**src/design/ddi_regs.svh**
```systemverilog
`ifndef DDI_REGS_SVH
`define DDI_REGS_SVH

// register offsets, byte addresses on the control bus
`define DDI_OFF_CTRL      12'h000
`define DDI_OFF_STATUS    12'h004
`define DDI_OFF_MR        12'h008
`define DDI_OFF_EMR1      12'h00c
`define DDI_OFF_EMR2      12'h010
`define DDI_OFF_EMR3      12'h014

// field positions
`define DDI_CTRL_START    0
`define DDI_STAT_BUSY     0
`define DDI_STAT_DONE     1
`define DDI_STAT_STATE    4
`define DDI_RST_CFG       14'h0000

// bank select codes for the register-set command
`define DDI_BA_MR         2'h0
`define DDI_BA_EMR1       2'h1
`define DDI_BA_EMR2       2'h2
`define DDI_BA_EMR3       2'h3

// address pin positions
`define DDI_A_DLL_EN      0
`define DDI_A_TEST        7
`define DDI_A_OCD         7
`define DDI_A_DLL_RST     8
`define DDI_A_ALLBANK     10
`define DDI_A_HIGH        13
`define DDI_OCD_DEFAULT   3'h7
`define DDI_OCD_EXIT      3'h0

// timing
`define DDI_CLK_MHZ       250
`define DDI_T_STABLE_US   200
`define DDI_T_CKE_NS      400
`define DDI_DLL_LOCK_CK   200
`define DDI_MIN_REFRESH   2

`endif

```
**src/design/ddi_pkg.sv**
```systemverilog
package ddi_pkg;

  typedef enum logic [3:0] {
    S_IDLE    = 4'h0,
    S_STABLE  = 4'h1,
    S_CKE     = 4'h2,
    S_PREA1   = 4'h3,
    S_EMR2    = 4'h4,
    S_EMR3    = 4'h5,
    S_EMR1    = 4'h6,
    S_MRDLL   = 4'h7,
    S_PREA2   = 4'h8,
    S_REF     = 4'h9,
    S_MRRUN   = 4'ha,
    S_OCDDEF  = 4'hb,
    S_OCDEXIT = 4'hc,
    S_DONE    = 4'hd
  } ddi_state_t;

  // {row strobe, column strobe, write enable}, all active low
  typedef enum logic [2:0] {
    CMD_MRS = 3'h0,
    CMD_REF = 3'h1,
    CMD_PRE = 3'h2,
    CMD_NOP = 3'h7
  } ddi_cmd_t;

endpackage : ddi_pkg

```
**src/design/ddi_cfg_if.sv**
```systemverilog
`timescale 1ns/1ns
interface ddi_cfg_if;
  logic                 start;
  logic [13:0]          mr;
  logic [13:0]          emr1;
  logic [13:0]          emr2;
  logic [13:0]          emr3;
  logic                 busy;
  logic                 done;
  ddi_pkg::ddi_state_t  state;

  modport regs (output start, mr, emr1, emr2, emr3, input busy, done, state);
  modport core (input start, mr, emr1, emr2, emr3, output busy, done, state);
endinterface : ddi_cfg_if

```
**src/design/ddi_apb_regs.sv**
```systemverilog
`timescale 1ns/1ns
`include "ddi_regs.svh"
module ddi_apb_regs (
  // clock and reset
  input  wire logic        i_clk,
  input  wire logic        i_rst,
  // apb slave
  input  wire logic        i_psel,
  input  wire logic        i_penable,
  input  wire logic        i_pwrite,
  input  wire logic [11:0] i_paddr,
  input  wire logic [31:0] i_pwdata,
  output logic      [31:0] o_prdata,
  output logic             o_pready,
  output logic             o_pslverr,
  // towards the sequencer
  ddi_cfg_if.regs          cfg
);
  logic        pready_q;
  logic [31:0] prdata_q;
  logic        pslverr_q;
  logic        start_q;
  logic [13:0] mr_q;
  logic [13:0] emr1_q;
  logic [13:0] emr2_q;
  logic [13:0] emr3_q;
  logic [31:0] rdata_d;
  logic        hit_d;
  logic        access;
  logic        acc_done;

  assign access   = i_psel & i_penable;
  assign acc_done = access & pready_q;

  always_comb
  begin
    rdata_d = 32'h0000_0000;
    hit_d   = 1'b1;
    unique case (i_paddr)
      `DDI_OFF_CTRL:   rdata_d = 32'h0000_0000;
      `DDI_OFF_STATUS:
      begin
        rdata_d[`DDI_STAT_BUSY]        = cfg.busy;
        rdata_d[`DDI_STAT_DONE]        = cfg.done;
        rdata_d[`DDI_STAT_STATE +: 4]  = cfg.state;
      end
      `DDI_OFF_MR:     rdata_d[13:0] = mr_q;
      `DDI_OFF_EMR1:   rdata_d[13:0] = emr1_q;
      `DDI_OFF_EMR2:   rdata_d[13:0] = emr2_q;
      `DDI_OFF_EMR3:   rdata_d[13:0] = emr3_q;
      default:         hit_d = 1'b0;
    endcase
  end

  // one wait state: answer lands on the second access cycle
  always_ff @(posedge i_clk)
  begin
    if (i_rst)
    begin
      pready_q  <= 1'b0;
      prdata_q  <= 32'h0000_0000;
      pslverr_q <= 1'b0;
    end
    else
    begin
      pready_q  <= access & ~pready_q;
      prdata_q  <= (access & ~pready_q) ? rdata_d : 32'h0000_0000;
      pslverr_q <= access & ~pready_q & ~hit_d;
    end
  end

  always_ff @(posedge i_clk)
  begin
    if (i_rst)
    begin
      start_q <= 1'b0;
      mr_q    <= `DDI_RST_CFG;
      emr1_q  <= `DDI_RST_CFG;
      emr2_q  <= `DDI_RST_CFG;
      emr3_q  <= `DDI_RST_CFG;
    end
    else
    begin
      start_q <= acc_done & i_pwrite & (i_paddr == `DDI_OFF_CTRL) & i_pwdata[`DDI_CTRL_START];
      if (acc_done & i_pwrite)
      begin
        unique case (i_paddr)
          `DDI_OFF_MR:   mr_q   <= i_pwdata[13:0];
          `DDI_OFF_EMR1: emr1_q <= i_pwdata[13:0];
          `DDI_OFF_EMR2: emr2_q <= i_pwdata[13:0];
          `DDI_OFF_EMR3: emr3_q <= i_pwdata[13:0];
          default:       ;
        endcase
      end
    end
  end

  assign o_prdata  = prdata_q;
  assign o_pready  = pready_q;
  assign o_pslverr = pslverr_q;
  assign cfg.start = start_q;
  assign cfg.mr    = mr_q;
  assign cfg.emr1  = emr1_q;
  assign cfg.emr2  = emr2_q;
  assign cfg.emr3  = emr3_q;
endmodule : ddi_apb_regs

```
**src/design/ddi_init_ctrl.sv**
```systemverilog
`timescale 1ns/1ns
`include "ddi_regs.svh"
// Summary of operation
// (RULE_01) activate takes bank from BA and row from address pins, 14 or 13 bits
// (RULE_02) read/write address gives start column and auto-precharge choice
// (RULE_03) while powering up hold CKE low and ODT low
// (RULE_04) run the clock stable at least 200 us before continuing
// (RULE_05) NOPs while raising CKE, wait 400 ns, then precharge all
// (RULE_06) write extended register 2, then extended register 3
// (RULE_07) write extended register 1 with A0 low enabling DLL, A13 low
// (RULE_08) write mode register with A8 high to reset the DLL
// (RULE_09) then precharge all and at least two auto-refresh commands
// (RULE_10) rewrite mode register with A8 low
// (RULE_11) 200 clocks after DLL reset: OCD default then OCD exit
// (RULE_12) every register write supplies all fields of the register
// (RULE_13) writes to extended registers 2/3 are followed by MR and EMR1 writes
// (RULE_14) all register writes finish before any read or write
// (RULE_15) register-set only with all banks precharged, CKE high a cycle before
// (RULE_16) register-set is CS, RAS, CAS, WE low; BA selects the register
// (RULE_17) wait the register-set cycle time before the next command
// (RULE_18) register writes keep array contents, so reinit is allowed anytime
// (RULE_19) mode register has no reset value; it must be written after power-up
// (RULE_20) mode fields: burst length, burst type, latency, DLL reset, recovery
// (RULE_21) test-mode bit A7 low and A13 low on mode register writes
// (RULE_22) A12 picks standard or low-power power-down
// (RULE_23) burst length codes: 010 four, 011 eight
// (RULE_24) read latency codes: 011, 100, 101 for three to five
// (RULE_25) write recovery codes 001..101, at least tWR over tCK rounded up
// (RULE_26) a device model flags reads or writes before initialisation completes
module ddi_init_ctrl #(
  parameter int unsigned CK_HALF     = 4,
  parameter int unsigned STABLE_CYC  = `DDI_T_STABLE_US * `DDI_CLK_MHZ,
  parameter int unsigned RP_CK       = 4,
  parameter int unsigned RFC_CK      = 32,
  parameter int unsigned MRD_CK      = 2,
  parameter int unsigned NUM_REFRESH = `DDI_MIN_REFRESH,
  parameter int unsigned WAIT_W      = 20
) (
  // clock and reset
  input  wire logic        I_CLOCK,
  input  wire logic        I_RST,
  // apb slave
  input  wire logic        I_PSEL,
  input  wire logic        I_PENABLE,
  input  wire logic        I_PWRITE,
  input  wire logic [11:0] I_PADDR,
  input  wire logic [31:0] I_PWDATA,
  output logic      [31:0] O_PRDATA,
  output logic             O_PREADY,
  output logic             O_PSLVERR,
  // memory pins
  output logic             O_CK,
  output logic             O_CK_N,
  output logic             O_CKE,
  output logic             O_ODT,
  output logic             O_CS_N,
  output logic             O_RAS_N,
  output logic             O_CAS_N,
  output logic             O_WE_N,
  output logic      [1:0]  O_BA,
  output logic      [13:0] O_A,
  // status
  output logic             O_INIT_DONE
);
  localparam int unsigned PER          = 2 * CK_HALF;
  localparam int unsigned STABLE_SLOTS = (STABLE_CYC + PER - 1) / PER;
  localparam int unsigned CKE_CYC      = (`DDI_T_CKE_NS * `DDI_CLK_MHZ + 999) / 1000;
  localparam int unsigned CKE_SLOTS    = (CKE_CYC + PER - 1) / PER;
  localparam int unsigned DLL_LOCK     = `DDI_DLL_LOCK_CK;

  ddi_cfg_if cfg ();

  ddi_apb_regs u_regs (
    .i_clk     (I_CLOCK),
    .i_rst     (I_RST),
    .i_psel    (I_PSEL),
    .i_penable (I_PENABLE),
    .i_pwrite  (I_PWRITE),
    .i_paddr   (I_PADDR),
    .i_pwdata  (I_PWDATA),
    .o_prdata  (O_PRDATA),
    .o_pready  (O_PREADY),
    .o_pslverr (O_PSLVERR),
    .cfg       (cfg.regs)
  );

  ddi_pkg::ddi_state_t state_q;
  ddi_pkg::ddi_state_t next_d;
  ddi_pkg::ddi_cmd_t   cmd_d;
  logic [WAIT_W-1:0]   wait_q;
  logic [WAIT_W-1:0]   gap_d;
  logic [7:0]          div_q;
  logic [7:0]          ref_q;
  logic [7:0]          dll_cnt_q;
  logic                run_q;
  logic                ck_q;
  logic                ck_n_q;
  logic                cke_q;
  logic                odt_q;
  logic                done_q;
  logic                cs_n_q;
  logic [2:0]          cmd_q;
  logic [1:0]          ba_q;
  logic [13:0]         a_q;
  logic [1:0]          ba_d;
  logic [13:0]         a_d;
  logic                slot;
  logic                cmd_state;
  logic                issue;

  // clock divider; commands change on the falling edge of CK so they sit
  // centred under the rising edge the memory samples on
  assign slot = run_q && (div_q == 8'(CK_HALF - 1));

  always_ff @(posedge I_CLOCK)
  begin
    if (I_RST)
    begin
      div_q  <= 8'h00;
      ck_q   <= 1'b0;
      ck_n_q <= 1'b1;
    end
    else if (!run_q)
    begin
      div_q  <= 8'h00;
      ck_q   <= 1'b0;
      ck_n_q <= 1'b1;
    end
    else
    begin
      div_q  <= (div_q == 8'(PER - 1)) ? 8'h00 : div_q + 8'h01;
      ck_q   <= (div_q == 8'(PER - 1)) || (div_q < 8'(CK_HALF - 1));
      ck_n_q <= !((div_q == 8'(PER - 1)) || (div_q < 8'(CK_HALF - 1)));
    end
  end

  assign cmd_state = (state_q >= ddi_pkg::S_PREA1) && (state_q <= ddi_pkg::S_OCDEXIT);
  assign issue     = slot && (wait_q == '0) && cmd_state &&
                     ((state_q != ddi_pkg::S_OCDDEF) || (dll_cnt_q >= 8'(DLL_LOCK))); // RULE_11

  // command, bank and address for the current step; every field not forced by a rule
  // comes from the software copy so a partial change never leaves stale bits behind
  always_comb
  begin
    cmd_d  = ddi_pkg::CMD_NOP;
    ba_d   = 2'h0;
    a_d    = 14'h0000;
    gap_d  = WAIT_W'(MRD_CK - 1); // RULE_17
    next_d = state_q;
    unique case (state_q)
      ddi_pkg::S_PREA1, ddi_pkg::S_PREA2:
      begin
        cmd_d              = ddi_pkg::CMD_PRE; // RULE_05 RULE_09
        a_d[`DDI_A_ALLBANK] = 1'b1;
        gap_d              = WAIT_W'(RP_CK - 1);
        next_d             = (state_q == ddi_pkg::S_PREA1) ? ddi_pkg::S_EMR2 : ddi_pkg::S_REF;
      end
      ddi_pkg::S_EMR2:
      begin
        cmd_d  = ddi_pkg::CMD_MRS; // RULE_06
        ba_d   = `DDI_BA_EMR2;
        a_d    = cfg.emr2; // RULE_12
        next_d = ddi_pkg::S_EMR3;
      end
      ddi_pkg::S_EMR3:
      begin
        cmd_d  = ddi_pkg::CMD_MRS; // RULE_06
        ba_d   = `DDI_BA_EMR3;
        a_d    = cfg.emr3;
        next_d = ddi_pkg::S_EMR1; // RULE_13
      end
      ddi_pkg::S_EMR1, ddi_pkg::S_OCDDEF, ddi_pkg::S_OCDEXIT:
      begin
        cmd_d                  = ddi_pkg::CMD_MRS;
        ba_d                   = `DDI_BA_EMR1;
        a_d                    = cfg.emr1; // RULE_12
        a_d[`DDI_A_DLL_EN]     = 1'b0; // RULE_07
        a_d[`DDI_A_HIGH]       = 1'b0; // RULE_07
        a_d[`DDI_A_OCD +: 3]   = (state_q == ddi_pkg::S_OCDDEF) ? `DDI_OCD_DEFAULT
                                                                : `DDI_OCD_EXIT; // RULE_11
        next_d = (state_q == ddi_pkg::S_EMR1)   ? ddi_pkg::S_MRDLL :
                 (state_q == ddi_pkg::S_OCDDEF) ? ddi_pkg::S_OCDEXIT : ddi_pkg::S_DONE;
      end
      ddi_pkg::S_MRDLL, ddi_pkg::S_MRRUN:
      begin
        cmd_d                = ddi_pkg::CMD_MRS; // RULE_19
        ba_d                 = `DDI_BA_MR; // RULE_16
        a_d                  = cfg.mr; // RULE_12
        a_d[`DDI_A_TEST]     = 1'b0; // RULE_21
        a_d[`DDI_A_HIGH]     = 1'b0; // RULE_21
        a_d[`DDI_A_DLL_RST]  = (state_q == ddi_pkg::S_MRDLL); // RULE_08 RULE_10
        next_d = (state_q == ddi_pkg::S_MRDLL) ? ddi_pkg::S_PREA2 : ddi_pkg::S_OCDDEF;
      end
      ddi_pkg::S_REF:
      begin
        cmd_d  = ddi_pkg::CMD_REF; // RULE_09
        gap_d  = WAIT_W'(RFC_CK - 1);
        next_d = (ref_q + 8'h01 >= 8'(NUM_REFRESH)) ? ddi_pkg::S_MRRUN : ddi_pkg::S_REF;
      end
      default: ;
    endcase
  end

  // sequencer
  always_ff @(posedge I_CLOCK)
  begin
    if (I_RST)
    begin
      state_q <= ddi_pkg::S_IDLE;
      wait_q  <= '0;
      run_q   <= 1'b0;
      cke_q   <= 1'b0; // RULE_03
      done_q  <= 1'b0;
      ref_q   <= 8'h00;
    end
    else
    begin
      unique case (state_q)
        ddi_pkg::S_IDLE:
          if (cfg.start)
          begin
            run_q   <= 1'b1; // RULE_04
            // first slot lands only half a CK after the clock starts, so
            // count one whole slot more to keep the full stable time
            wait_q  <= WAIT_W'(STABLE_SLOTS);
            state_q <= ddi_pkg::S_STABLE;
          end
        ddi_pkg::S_STABLE, ddi_pkg::S_CKE:
          if (slot)
          begin
            if (wait_q != '0)
              wait_q <= wait_q - WAIT_W'(1); // RULE_04
            else if (state_q == ddi_pkg::S_STABLE)
            begin
              cke_q   <= 1'b1; // RULE_05
              wait_q  <= WAIT_W'(CKE_SLOTS - 1);
              state_q <= ddi_pkg::S_CKE;
            end
            else
              state_q <= ddi_pkg::S_PREA1; // RULE_15
          end
        ddi_pkg::S_DONE:
          if (cfg.start)
          begin
            // clock and CKE stay up, so reinit restarts at precharge-all
            done_q  <= 1'b0; // RULE_18
            ref_q   <= 8'h00;
            state_q <= ddi_pkg::S_PREA1;
          end
        ddi_pkg::S_PREA1, ddi_pkg::S_EMR2, ddi_pkg::S_EMR3, ddi_pkg::S_EMR1,
        ddi_pkg::S_MRDLL, ddi_pkg::S_PREA2, ddi_pkg::S_REF, ddi_pkg::S_MRRUN,
        ddi_pkg::S_OCDDEF, ddi_pkg::S_OCDEXIT:
          if (slot && (wait_q != '0))
            wait_q <= wait_q - WAIT_W'(1); // RULE_17
          else if (issue)
          begin
            wait_q  <= gap_d;
            state_q <= next_d;
            if (state_q == ddi_pkg::S_REF)
              ref_q <= ref_q + 8'h01;
            if (state_q == ddi_pkg::S_OCDEXIT)
              done_q <= 1'b1; // RULE_14
          end
        default: state_q <= ddi_pkg::S_IDLE;
      endcase
    end
  end

  // clocks elapsed since the DLL reset write, saturating
  always_ff @(posedge I_CLOCK)
  begin
    if (I_RST)
      dll_cnt_q <= 8'h00;
    else if (issue && (state_q == ddi_pkg::S_MRDLL))
      dll_cnt_q <= 8'h00;
    else if (slot && (dll_cnt_q < 8'(DLL_LOCK)))
      dll_cnt_q <= dll_cnt_q + 8'h01; // RULE_11
  end

  // command pins: NOP in every slot that carries no command
  always_ff @(posedge I_CLOCK)
  begin
    if (I_RST)
    begin
      cs_n_q <= 1'b1;
      cmd_q  <= ddi_pkg::CMD_NOP;
      ba_q   <= 2'h0;
      a_q    <= 14'h0000;
      odt_q  <= 1'b0; // RULE_03
    end
    else
    begin
      odt_q <= 1'b0; // RULE_03
      if (slot)
      begin
        cs_n_q <= !issue; // RULE_16
        cmd_q  <= issue ? cmd_d : ddi_pkg::CMD_NOP; // RULE_05
        ba_q   <= issue ? ba_d : 2'h0;
        a_q    <= issue ? a_d : 14'h0000; // RULE_01
      end
    end
  end

  assign cfg.busy  = (state_q != ddi_pkg::S_IDLE) && (state_q != ddi_pkg::S_DONE);
  assign cfg.done  = done_q;
  assign cfg.state = state_q;

  assign O_CK        = ck_q;
  assign O_CK_N      = ck_n_q;
  assign O_CKE       = cke_q;
  assign O_ODT       = odt_q;
  assign O_CS_N      = cs_n_q;
  assign O_RAS_N     = cmd_q[2];
  assign O_CAS_N     = cmd_q[1];
  assign O_WE_N      = cmd_q[0];
  assign O_BA        = ba_q;
  assign O_A         = a_q;
  assign O_INIT_DONE = done_q;

  // helper counters for the timing checks
  logic [31:0] run_cyc_q;
  logic [15:0] cke_cyc_q;

  always_ff @(posedge I_CLOCK)
  begin
    if (I_RST)
    begin
      run_cyc_q <= 32'h0000_0000;
      cke_cyc_q <= 16'h0000;
    end
    else
    begin
      if (run_q && !cke_q)
        run_cyc_q <= run_cyc_q + 32'h0000_0001;
      if (cke_q && (cke_cyc_q != 16'hffff))
        cke_cyc_q <= cke_cyc_q + 16'h0001;
    end
  end
endmodule : ddi_init_ctrl

```
**config.mk**
```make
export PLATFORM = sky130hd
export DESIGN_NAME = ddi_init_ctrl
export DESIGN_NICKNAME = d
export VERILOG_FILES = /design/src/design/ddi_pkg.sv /design/src/design/ddi_cfg_if.sv /design/src/design/ddi_apb_regs.sv /design/src/design/ddi_init_ctrl.sv
export VERILOG_INCLUDE_DIRS = /design/src /design/src/design
export SDC_FILE = /design/constraint.sdc
export NUM_CORES = 1
export LEC_CHECK = 0
export ABC_AREA = 1
export ABC_CLOCK_PERIOD_IN_PS = 4000
export BUFFER_PORTS_ARGS = -buffer_cell sky130_fd_sc_hd__buf_2
export CAP_MARGIN = 10
export CORE_ASPECT_RATIO = 0.6
export CORE_MARGIN = 1
export CORE_UTILIZATION = 60
export CTS_BUF_LIST = sky130_fd_sc_hd__clkbuf_4 sky130_fd_sc_hd__clkbuf_8
export DETAILED_ROUTE_END_ITERATION = 12
export MAX_ROUTING_LAYER = met4
export PLACE_DENSITY = 0.83
export SYNTH_ARGS = -nofsm -noshare
export SYNTH_HDL_FRONTEND = slang
export SYNTH_HIERARCHICAL = 1
export SYNTH_SLANG_ARGS = --single-unit
```
**constraint.sdc**
```tcl
create_clock -name I_CLOCK -period 4 [get_ports I_CLOCK]
set_input_delay 0.6 -clock I_CLOCK [delete_from_list [all_inputs] [get_ports I_CLOCK]]
set_output_delay 0.6 -clock I_CLOCK [all_outputs]
set_load 0.01 [all_outputs]
```
# Word level (Yosys, flattened, before mapping)
# Index checks and enable logic that the tools add are counted.
[totals]
ff_bits = 164
in_bits = 49
[op_classes]
add_sub_neg = 4
order_cmp = 6
n_eq_ne = 33
n_mux = 46
bitwise = 12
n_reduce_logical = 41
[op_table]
columns = ["operator", "count"]
rows = [
  ["$mux W20", 6],
  ["$pmux W20 S3", 1],
  ["$pmux W10 S4", 1],
  ["$mux W4", 8],
  ["$mux W8", 4],
  ["$add A8 B1 Y8 const B", 3],
  ["$eq A12 B4 Y1 const B", 2],
  ["$eq A12 B5 Y1 const B", 2],
  ["$eq A4 B4 Y1 const B", 6],
  ["$pmux W4 S6", 1],
  ["$pmux W6 S4", 1],
  ["$logic_not A20 Y1", 1],
  ["$pmux W4 S5", 1],
  ["$reduce_bool A20 Y1", 1],
  ["$sub A20 B1 Y20 const B", 1],
  ["$eq A4 B3 Y1 const B", 4],
  ["$pmux W4 S4", 1],
  ["$pmux W8 S2", 1],
  ["$reduce_and A5 Y1", 3],
  ["$mux W14", 1],
  ["$eq A12 B3 Y1 const B", 1],
  ["$logic_not A12 Y1", 1],
  ["$ne A2 B2 Y1 const B", 6],
  ["$pmux W3 S4", 1],
  ["41 further kinds", 84],
]

# Depth between registers and ports, before layout
# Gate-level depths: netlist (run 1).
[logic_depth]
depth_word = 8
mapped_depth = 14
ltp_nobuf = 14

# Modules after synthesis
# The synthesis (run 1) kept the hierarchy.
[modules_own_cells]
columns = ["module", "n_inst", "cells_per_inst", "area_per_inst_um2"]
rows = [
  ["ddi_init_ctrl", 1, 692, 4411.7],
  ["ddi_apb_regs", 1, 447, 3291.9],
]

# Worst setup path after synthesis (run 1)
# Ideal clock, no wire load.
[synth_path]
path_type = "flip-flop to flip-flop"
from = "reg div_q[0]"
to = "reg ref_q[1]"
setup_time_ns = 0.128
arrival_time_ns = 1.748
required_time_ns = 3.872
path_slack_ns = 2.124
stages_incl_launch_ff = 12
n_path_buf = 1
synth_period_minus_slack_ns = 1.876
cell_sequence = "dfxtp_1 ha_1 inv_1 nor2_2 nand3_2 nor3_4 nand3_4 nand2_4 nand3_4 buf_6 o21ai_0 nor2_1"
[synth_via]
elab_chain_len = 7
[synth_rtl]
columns = ["element", "line", "rtl"]
rows = [
  ["start, declared", "ddi_init_ctrl.sv:92", "logic [7:0] div_q;"],
  ["start signal, assigned", "ddi_init_ctrl.sv:131", "div_q <= (div_q == 8'(PER - 1)) ? 8'h00 : div_q + 8'h01;"],
  ["$eq A8 B2 Y1 *", "ddi_init_ctrl.sv:113", "assign slot = run_q && (div_q == 8'(CK_HALF - 1));"],
  ["$logic_and A1 B1 Y1 *", "ddi_init_ctrl.sv:113", ""],
  ["$logic_and A1 B1 Y1 (3 in series)", "ddi_init_ctrl.sv:138", "assign issue = slot && (wait_q == '0) && cmd_state &&"],
  ["$ne A2 B2 Y1 (no line)", "n/a", ""],
  ["$reduce_and A5 Y1 (no line) *", "n/a", ""],
  ["end signal, assigned", "ddi_init_ctrl.sv:260", "ref_q <= ref_q + 8'h01;"],
  ["end, declared", "ddi_init_ctrl.sv:93", "logic [7:0] ref_q;"],
]
# Every way passes the cells marked *; elsewhere a longest branch is shown, timed or not.
# A chain may end at the register's enable or synchronous reset.

# Worst setup path after layout (run 1)
[layout_path]
from = "reg div_q[0]"
to = "reg ba_q[0] (netlist: O_BA[0])"
[layout_via]
elab_chain_len = 6
[layout_rtl]
columns = ["element", "line", "rtl"]
rows = [
  ["$eq A8 B2 Y1 *", "ddi_init_ctrl.sv:113", ""],
  ["$logic_and A1 B1 Y1 *", "ddi_init_ctrl.sv:113", ""],
  ["$logic_and A1 B1 Y1 (3 in series)", "ddi_init_ctrl.sv:138", ""],
  ["$mux W2", "ddi_init_ctrl.sv:298", "ba_q <= issue ? ba_d : 2'h0;"],
  ["end signal, assigned", "ddi_init_ctrl.sv:298", ""],
  ["end, declared", "ddi_init_ctrl.sv:103", "logic [1:0] ba_q;"],
]
# Marked as above.

==> flow_summary.json, run 1 <==
{
  "outcome": "completed",
  "synthFlopType": "dfxtp_1",
  "period_share_pct": 75.3,
  "synth_commonest_cells": "nand2_1, nor2_1, dfxtp_1",
  "drc": 0,
  "dp.cells": 1338,
  "yosysSeqAreaShare_pct": 37.9,
  "synth_cell_types": 39,
  "grt_pass1_vias": 6749,
  "fp.dieW_um": 148,
  "gp_congestion": 0.933,
  "yosysTopAreaCellShare_pct": 37.9,
  "ff2ff_path_depth": 7,
  "regToRegSetupSlack_ps": 990,
  "final_antenna_net_count": 0,
  "layout.nets": 1248,
  "yosys_warnings": 6,
  "ys_top_cells_by_area": "dfxtp_1, nand2_1, nor2_1, inv_1, nand3_1",
  "hold_depth": 3,
  "grt_use_total_pct": 32.6,
  "postCtsSetupBuffers": 0,
  "wirelength_um": 20400,
  "overflow": 0,
  "fmax_ghz": 0.332,
  "leakagePower_nw": 3.71,
  "insertion_delay_ps": 460,
  "crit_path_start_kind": "flop",
  "antenna_found_initial": 0,
  "report.final.setup_viol": 0,
  "postCtsHoldBufs": 0,
  "vias": 7624,
  "final_hold_viol_count": 0,
  "tns_ps": 0,
  "die_h_um": 89.8,
  "synth_enable_flop_cells": 0,
  "rr_startpoint": "div_q[0]",
  "drive_gt1_share_pct": 14.7,
  "post_cts_resized": 0,
  "std_cell_rows": 31,
  "wl_per_cell_um": 14.9,
  "cap_violations": 0,
  "peakVddDrop_uv": 266,
  "syn2layout_area_growth_pct": 10.0,
  "start_util_pct": 62.7,
  "drt_first_pass_iters": 6,
  "drv_slew": 0,
  "cts.path.max_buffers": 2,
  "synth_area_per_cell_um2": 6.76,
  "whs_endpoint": "u_regs/cfg.emr1[12]",
  "cts_sinks": 146,
  "avgViaCountPerCell": 5.56,
  "clkTransAtPathRegs_ps": 90,
  "arrival_ps": 3400,
  "fill_cells": 1063,
  "floorplan.die_area_um2": 13300,
  "path_class": "reg2reg",
  "cts_buffers": 17,
  "stdcell_count": 1370,
  "port_buffers": 70,
  "hold_path.class": "in2reg",
  "drtIter0Drc": 703,
  "slew_headroom_pct": 33.5,
  "critical_path.endpoint_type": "flop",
  "antenna_cells": 0,
  "io_pins": 108,
  "ys_ff_latch": 146,
  "yosysMostFrequentCell": "nand2_1",
  "rsz0062_at_grt": "false",
  "synth_top_area_cell": "dfxtp_1",
  "cp_max_fo": 22,
  "min_period_ps": 3010,
  "cts_max_level": 4,
  "power_density_nw_per_um2": 495,
  "clk_root_buffer_cell": "clkbuf_8",
  "coreArea_um2": 12300,
  "hold_start": "I_PWDATA[12]",
  "synth_area_um2": 7700,
  "ys_async_sr_fraction_pct": 0,
  "cts_tree": "yes",
  "worstPathRequired_ps": 4390,
  "synthCells": 1139,
  "skew_ps": 19.4,
  "hpwl_um": 14000,
  "multi_input_area_um2": 3980,
  "worst_r2r_endpoint": "O_BA[0]",
  "grt_start_max_net_pins": 39,
  "worst_pin_slew_ps": 997,
  "grt_pass1_wl_um": 33500,
  "seq_area_um2": 2920
}
==> where the power goes <==
part / internal (mW) / switching (mW)
Clock: 0.790 / 0.620
Combinational: 0.360 / 0.819
Sequential: 1.52 / 0.0819
==> sequential cells by signal, summed over array words and instances, names as in the netlist, 4 cells and up <==
name	count
u_regs/cfg.mr	14
O_A	14
dll_cnt_q	8
u_regs/cfg.emr1	14
div_q	8
ref_q	8
wait_q	20
u_regs/cfg.emr3	14
u_regs/cfg.emr2	14
u_regs/o_prdata	14
cfg.state	4
==> cell usage in the layout, fill, tap and decap left out, drive strengths merged <==
cell	n
xor2	11
buf	74
nand3b	1
inv	138
xnor2	4
nand3	92
clkinvlp	1
nor4	4
dfxtp	146
clkbuf	19
a21oi	76
nand4	20
a31oi	2
clkinv	2
or2	3
ha	7
o21ai	97
o211ai	2
nor3	14
conb	19
and2	1
nand2	251
nor3b	2
a22oi	8
nor2	205
a22o	1
bufinv	5
==> cell type report <==
class                   count  share of cell area [%]
clock inverters            13                    2.61
multi-input cells         820                    47.0
well taps                 165                    2.44
repair buffers             74                    4.49
clock buffers              19                    3.09
inverters                 133                    5.89
flip-flops and latches    146                    34.5
==> metrics by stage <==
step / utilization, % / setup slack (ps) / instance area, um2 / hold slack (ps) / power [mW]
floorplan: - / 2120 / 7770 / 418 / 2.58
detailed placement: 65.0 / 1200 / 7990 / 440 / 2.79
global route: 68.9 / 853 / 8470 / 403 / 4.45
global placement: 65.0 / 1290 / 7990 / 434 / 2.76
CTS: 68.9 / 1090 / 8470 / 395 / 4.18
finish: 68.9 / 989 / 8470 / 407 / 4.20
==> cell families (layout without fill, tap and decap cells) <==
group	count (synthesis)	in the layout	share of synthesized area, %
compound gates	186	186	12.6
buf+inv	190	239	11.2
flops	146	146	37.9
fa+ha+maj	7	7	1.14
other cells	2	19	0.0975
xor+xnor	15	15	1.71
simple gates	593	593	35.3
==> worst max-delay path: stages (launching register included) <==
cell and delay [ps]:
dfxtp_1 360, ha_1 250, nand3_1 120, nor3_2 380
inv_1 490, nor4_4 930, o21ai_0 240, a21oi_1 180
==> worst max path at each step <==
stage,start,end,slack (ps),depth (start not counted)
2_1_floorplan,div_q[0],ref_q[1],2120,11
3_3_place_gp,div_q[0],O_BA[0],1290,7
3_5_place_dp,div_q[0],O_BA[0],1200,7
4_1_cts,div_q[0],O_BA[0],1090,7
5_1_grt,div_q[1],O_BA[0],850,7
6_report,div_q[0],O_BA[0],990,7
==> per-layer routing <==
layer | vias up | part of all wire (%) | GRT usage, %
li1 | 3724 | - | -
met1 | 3456 | 47 | 47.8
met2 | 422 | 40 | 44.4
met3 | 22 | 12 | 7.92
met4 | 0 | 0.83 | 7.30
met5 | - | 0 | -
Power figures use the tool's default switching activity.
==> run 2: changes to the inputs <==
--- a/config.mk
+++ b/config.mk
@@ -7,16 +7,16 @@
 export NUM_CORES = 1
 export LEC_CHECK = 0
 export ABC_AREA = 1
-export ABC_CLOCK_PERIOD_IN_PS = 4000
+export ABC_CLOCK_PERIOD_IN_PS = 2700
 export BUFFER_PORTS_ARGS = -buffer_cell sky130_fd_sc_hd__buf_2
 export CAP_MARGIN = 10
 export CORE_ASPECT_RATIO = 0.6
 export CORE_MARGIN = 1
-export CORE_UTILIZATION = 60
+export CORE_UTILIZATION = 54
 export CTS_BUF_LIST = sky130_fd_sc_hd__clkbuf_4 sky130_fd_sc_hd__clkbuf_8
 export DETAILED_ROUTE_END_ITERATION = 12
 export MAX_ROUTING_LAYER = met4
-export PLACE_DENSITY = 0.83
+export PLACE_DENSITY = 0.79
 export SYNTH_ARGS = -nofsm -noshare
 export SYNTH_HDL_FRONTEND = slang
 export SYNTH_HIERARCHICAL = 1
==> constraint.sdc (replaced) <==
create_clock -name I_CLOCK -period 2.7 [get_ports I_CLOCK]
set_input_delay 0.405 -clock I_CLOCK [delete_from_list [all_inputs] [get_ports I_CLOCK]]
set_output_delay 0.405 -clock I_CLOCK [all_outputs]
set_load 0.01 [all_outputs]
==> run 2 against run 1 <==
  * Fmax is 34% higher
  * Setup slack lost 530 ps
  * Core utilization fell by 7.0 points
  * Critical path depth is 3 higher
  * Die area grew 11%
  * Clock power rose by 30%
  * First-iteration DRC count is 7.5% higher
  * Clock skew is 3.5 ps lower
  * Clock-buffer cell count increased by 3
  * Cell count rose by 2.8%
  * Power up 43%
  * Routed wire length increased by 1.2%
==> flow_summary.json, run 2 (same netlist as run 1, synthesis figures left out) <==
{
  "outcome": "completed",
  "largest_register": "wait_q",
  "cts_tree": "yes",
  "cp_max_fo": 11,
  "insertion_delay_ps": 450,
  "min_period_ps": 2240,
  "start_util_pct": 55.9,
  "period_share_pct": 83.1,
  "coreArea_um2": 13800,
  "largest_reg_flops": 20,
  "grt_pass1_vias": 6706,
  "met2_usage_pct": 41.0,
  "postPlaceCellArea_um2": 8120,
  "hpwl_um": 14500,
  "arrival_ps": 2620,
  "cts_sinks": 146,
  "port_buffers": 70,
  "antenna_cells": 0,
  "clkPwrFrac_pct": 30.5,
  "fin_area_um2": 8540,
  "intPower_mw": 3.79,
  "combPwrFrac_pct": 29.8,
  "layout_commonest_cell": "nand2_1",
  "drc": 0,
  "critical_path.endpoint_type": "flop",
  "tns_ps": 0,
  "grt_start_max_net_pins": 58,
  "final_antenna_net_count": 0,
  "power_density_nw_per_um2": 702,
  "syn2layout_area_growth_pct": 10.8,
  "clk_root_buffer_cell": "clkbuf_8",
  "io_pins": 108,
  "overflow": 0,
  "grt_busiest_layer": "met1",
  "die_h_um": 94.5,
  "grt_pass1_wl_um": 33600,
  "cap_violations": 0,
  "wl_per_cell_um": 14.7,
  "avgViaCountPerCell": 5.40,
  "final_hold_viol_count": 0,
  "cts.path.max_buffers": 2,
  "drive_gt1_share_pct": 15.5,
  "postLayoutCoreUtil_pct": 61.9,
  "layout.nets": 1261,
  "peakVddDrop_uv": 398,
  "postCtsHoldBufs": 0,
  "worst_pin_slew_ps": 800,
  "hold_ws_ps": 221,
  "floorplan.die_area_um2": 14800,
  "drt_first_pass_iters": 7,
  "leakagePower_nw": 3.76,
  "postCtsSetupBuffers": 0,
  "fin_ws_ps": 457,
  "gp_congestion": 0.981,
  "fmax_ghz": 0.446,
  "final_cell_mix": "nand2_1, nor2_1, dfxtp_1",
  "slew_headroom_pct": 46.4,
  "p_switching_mw": 2.20,
  "fp.dieW_um": 156,
  "clkTransAtPathRegs_ps": 90,
  "crit_path_start_kind": "flop",
  "report.final.setup_viol": 0,
  "grtUsageMet1_pct": 43.8,
  "rsz0062_at_grt": "false",
  "cts_buffers": 17,
  "met3_usage_pct": 6.52,
  "hold_path.class": "in2reg",
  "worstPathRequired_ps": 3080,
  "seq_power_share_pct": 39.7,
  "antenna_found_initial": 0,
  "drtIter0Drc": 756,
  "dp_worst_setup_slack_ps": 515,
  "switching_share_pct": 36.8,
  "grt_use_total_pct": 30.2,
  "skew_ps": 15.9,
  "wirelength_um": 20700,
  "path_class": "reg2reg",
  "post_cts_resized": 0,
  "vias": 7613,
  "drv_slew": 0,
  "std_cell_rows": 33,
  "cts_max_level": 4
}
[run 2: area by class of cell]
cell class              instances  area [um2]
flip-flops and latches        146        2920
well taps                     192         240
multi-input cells             820        3980
clock buffers                  22         284
clock inverters                 9         131
repair buffers                 87         478
fillers                      1278        5250
inverters                     133         499
[run 2: through the flow]
stage / total power, mW / cells
finish: 5.99 / 1409
detailed placement: 4.16 / 1378
floorplan: 3.83 / 1156
global placement: 4.12 / 1378
global route: 6.36 / 1409
CTS: 5.95 / 1409
[run 2: power by group through the flow]
stage	registers, mW	clock network [mW]	logic, mW
4_1_cts	2.38	1.84	1.74
3_3_place_gp	2.42	0	1.70
6_report	2.38	1.83	1.79
2_1_floorplan	2.39	0	1.43
5_1_grt	2.39	1.94	2.02
3_5_place_dp	2.42	0	1.73
[run 2: routing by layer]
metal | wire (um) | part of all wire (%) | vias to the layer above
li1 | - | - | 3742
met1 | 10000 | 48 | 3431
met2 | 7980 | 39 | 407
met3 | 2390 | 12 | 33
met4 | 291 | 1.4 | 0
met5 | 0 | 0 | -
[run 2: final timing paths]
check                     end  slack, ps  cells after the start    startpoint
max                   O_A[12]        460                     10  cfg.state[2]
min reg2reg          div_q[0]        450                      1      div_q[0]
min          u_regs/cfg.mr[4]        220                      3   I_PWDATA[4]
max reg2reg           O_A[12]        460                     10  cfg.state[2]
[run 2: worst max-delay path, stage by stage (launching register included)]
cell,delay [ps]
dfxtp_1,570
inv_1,100
nor2_1,210
inv_1,100
nor2_1,160
nor2_1,70
inv_1,440
nand2_1,110
nand4_1,150
nand2_1,110
a21oi_1,150
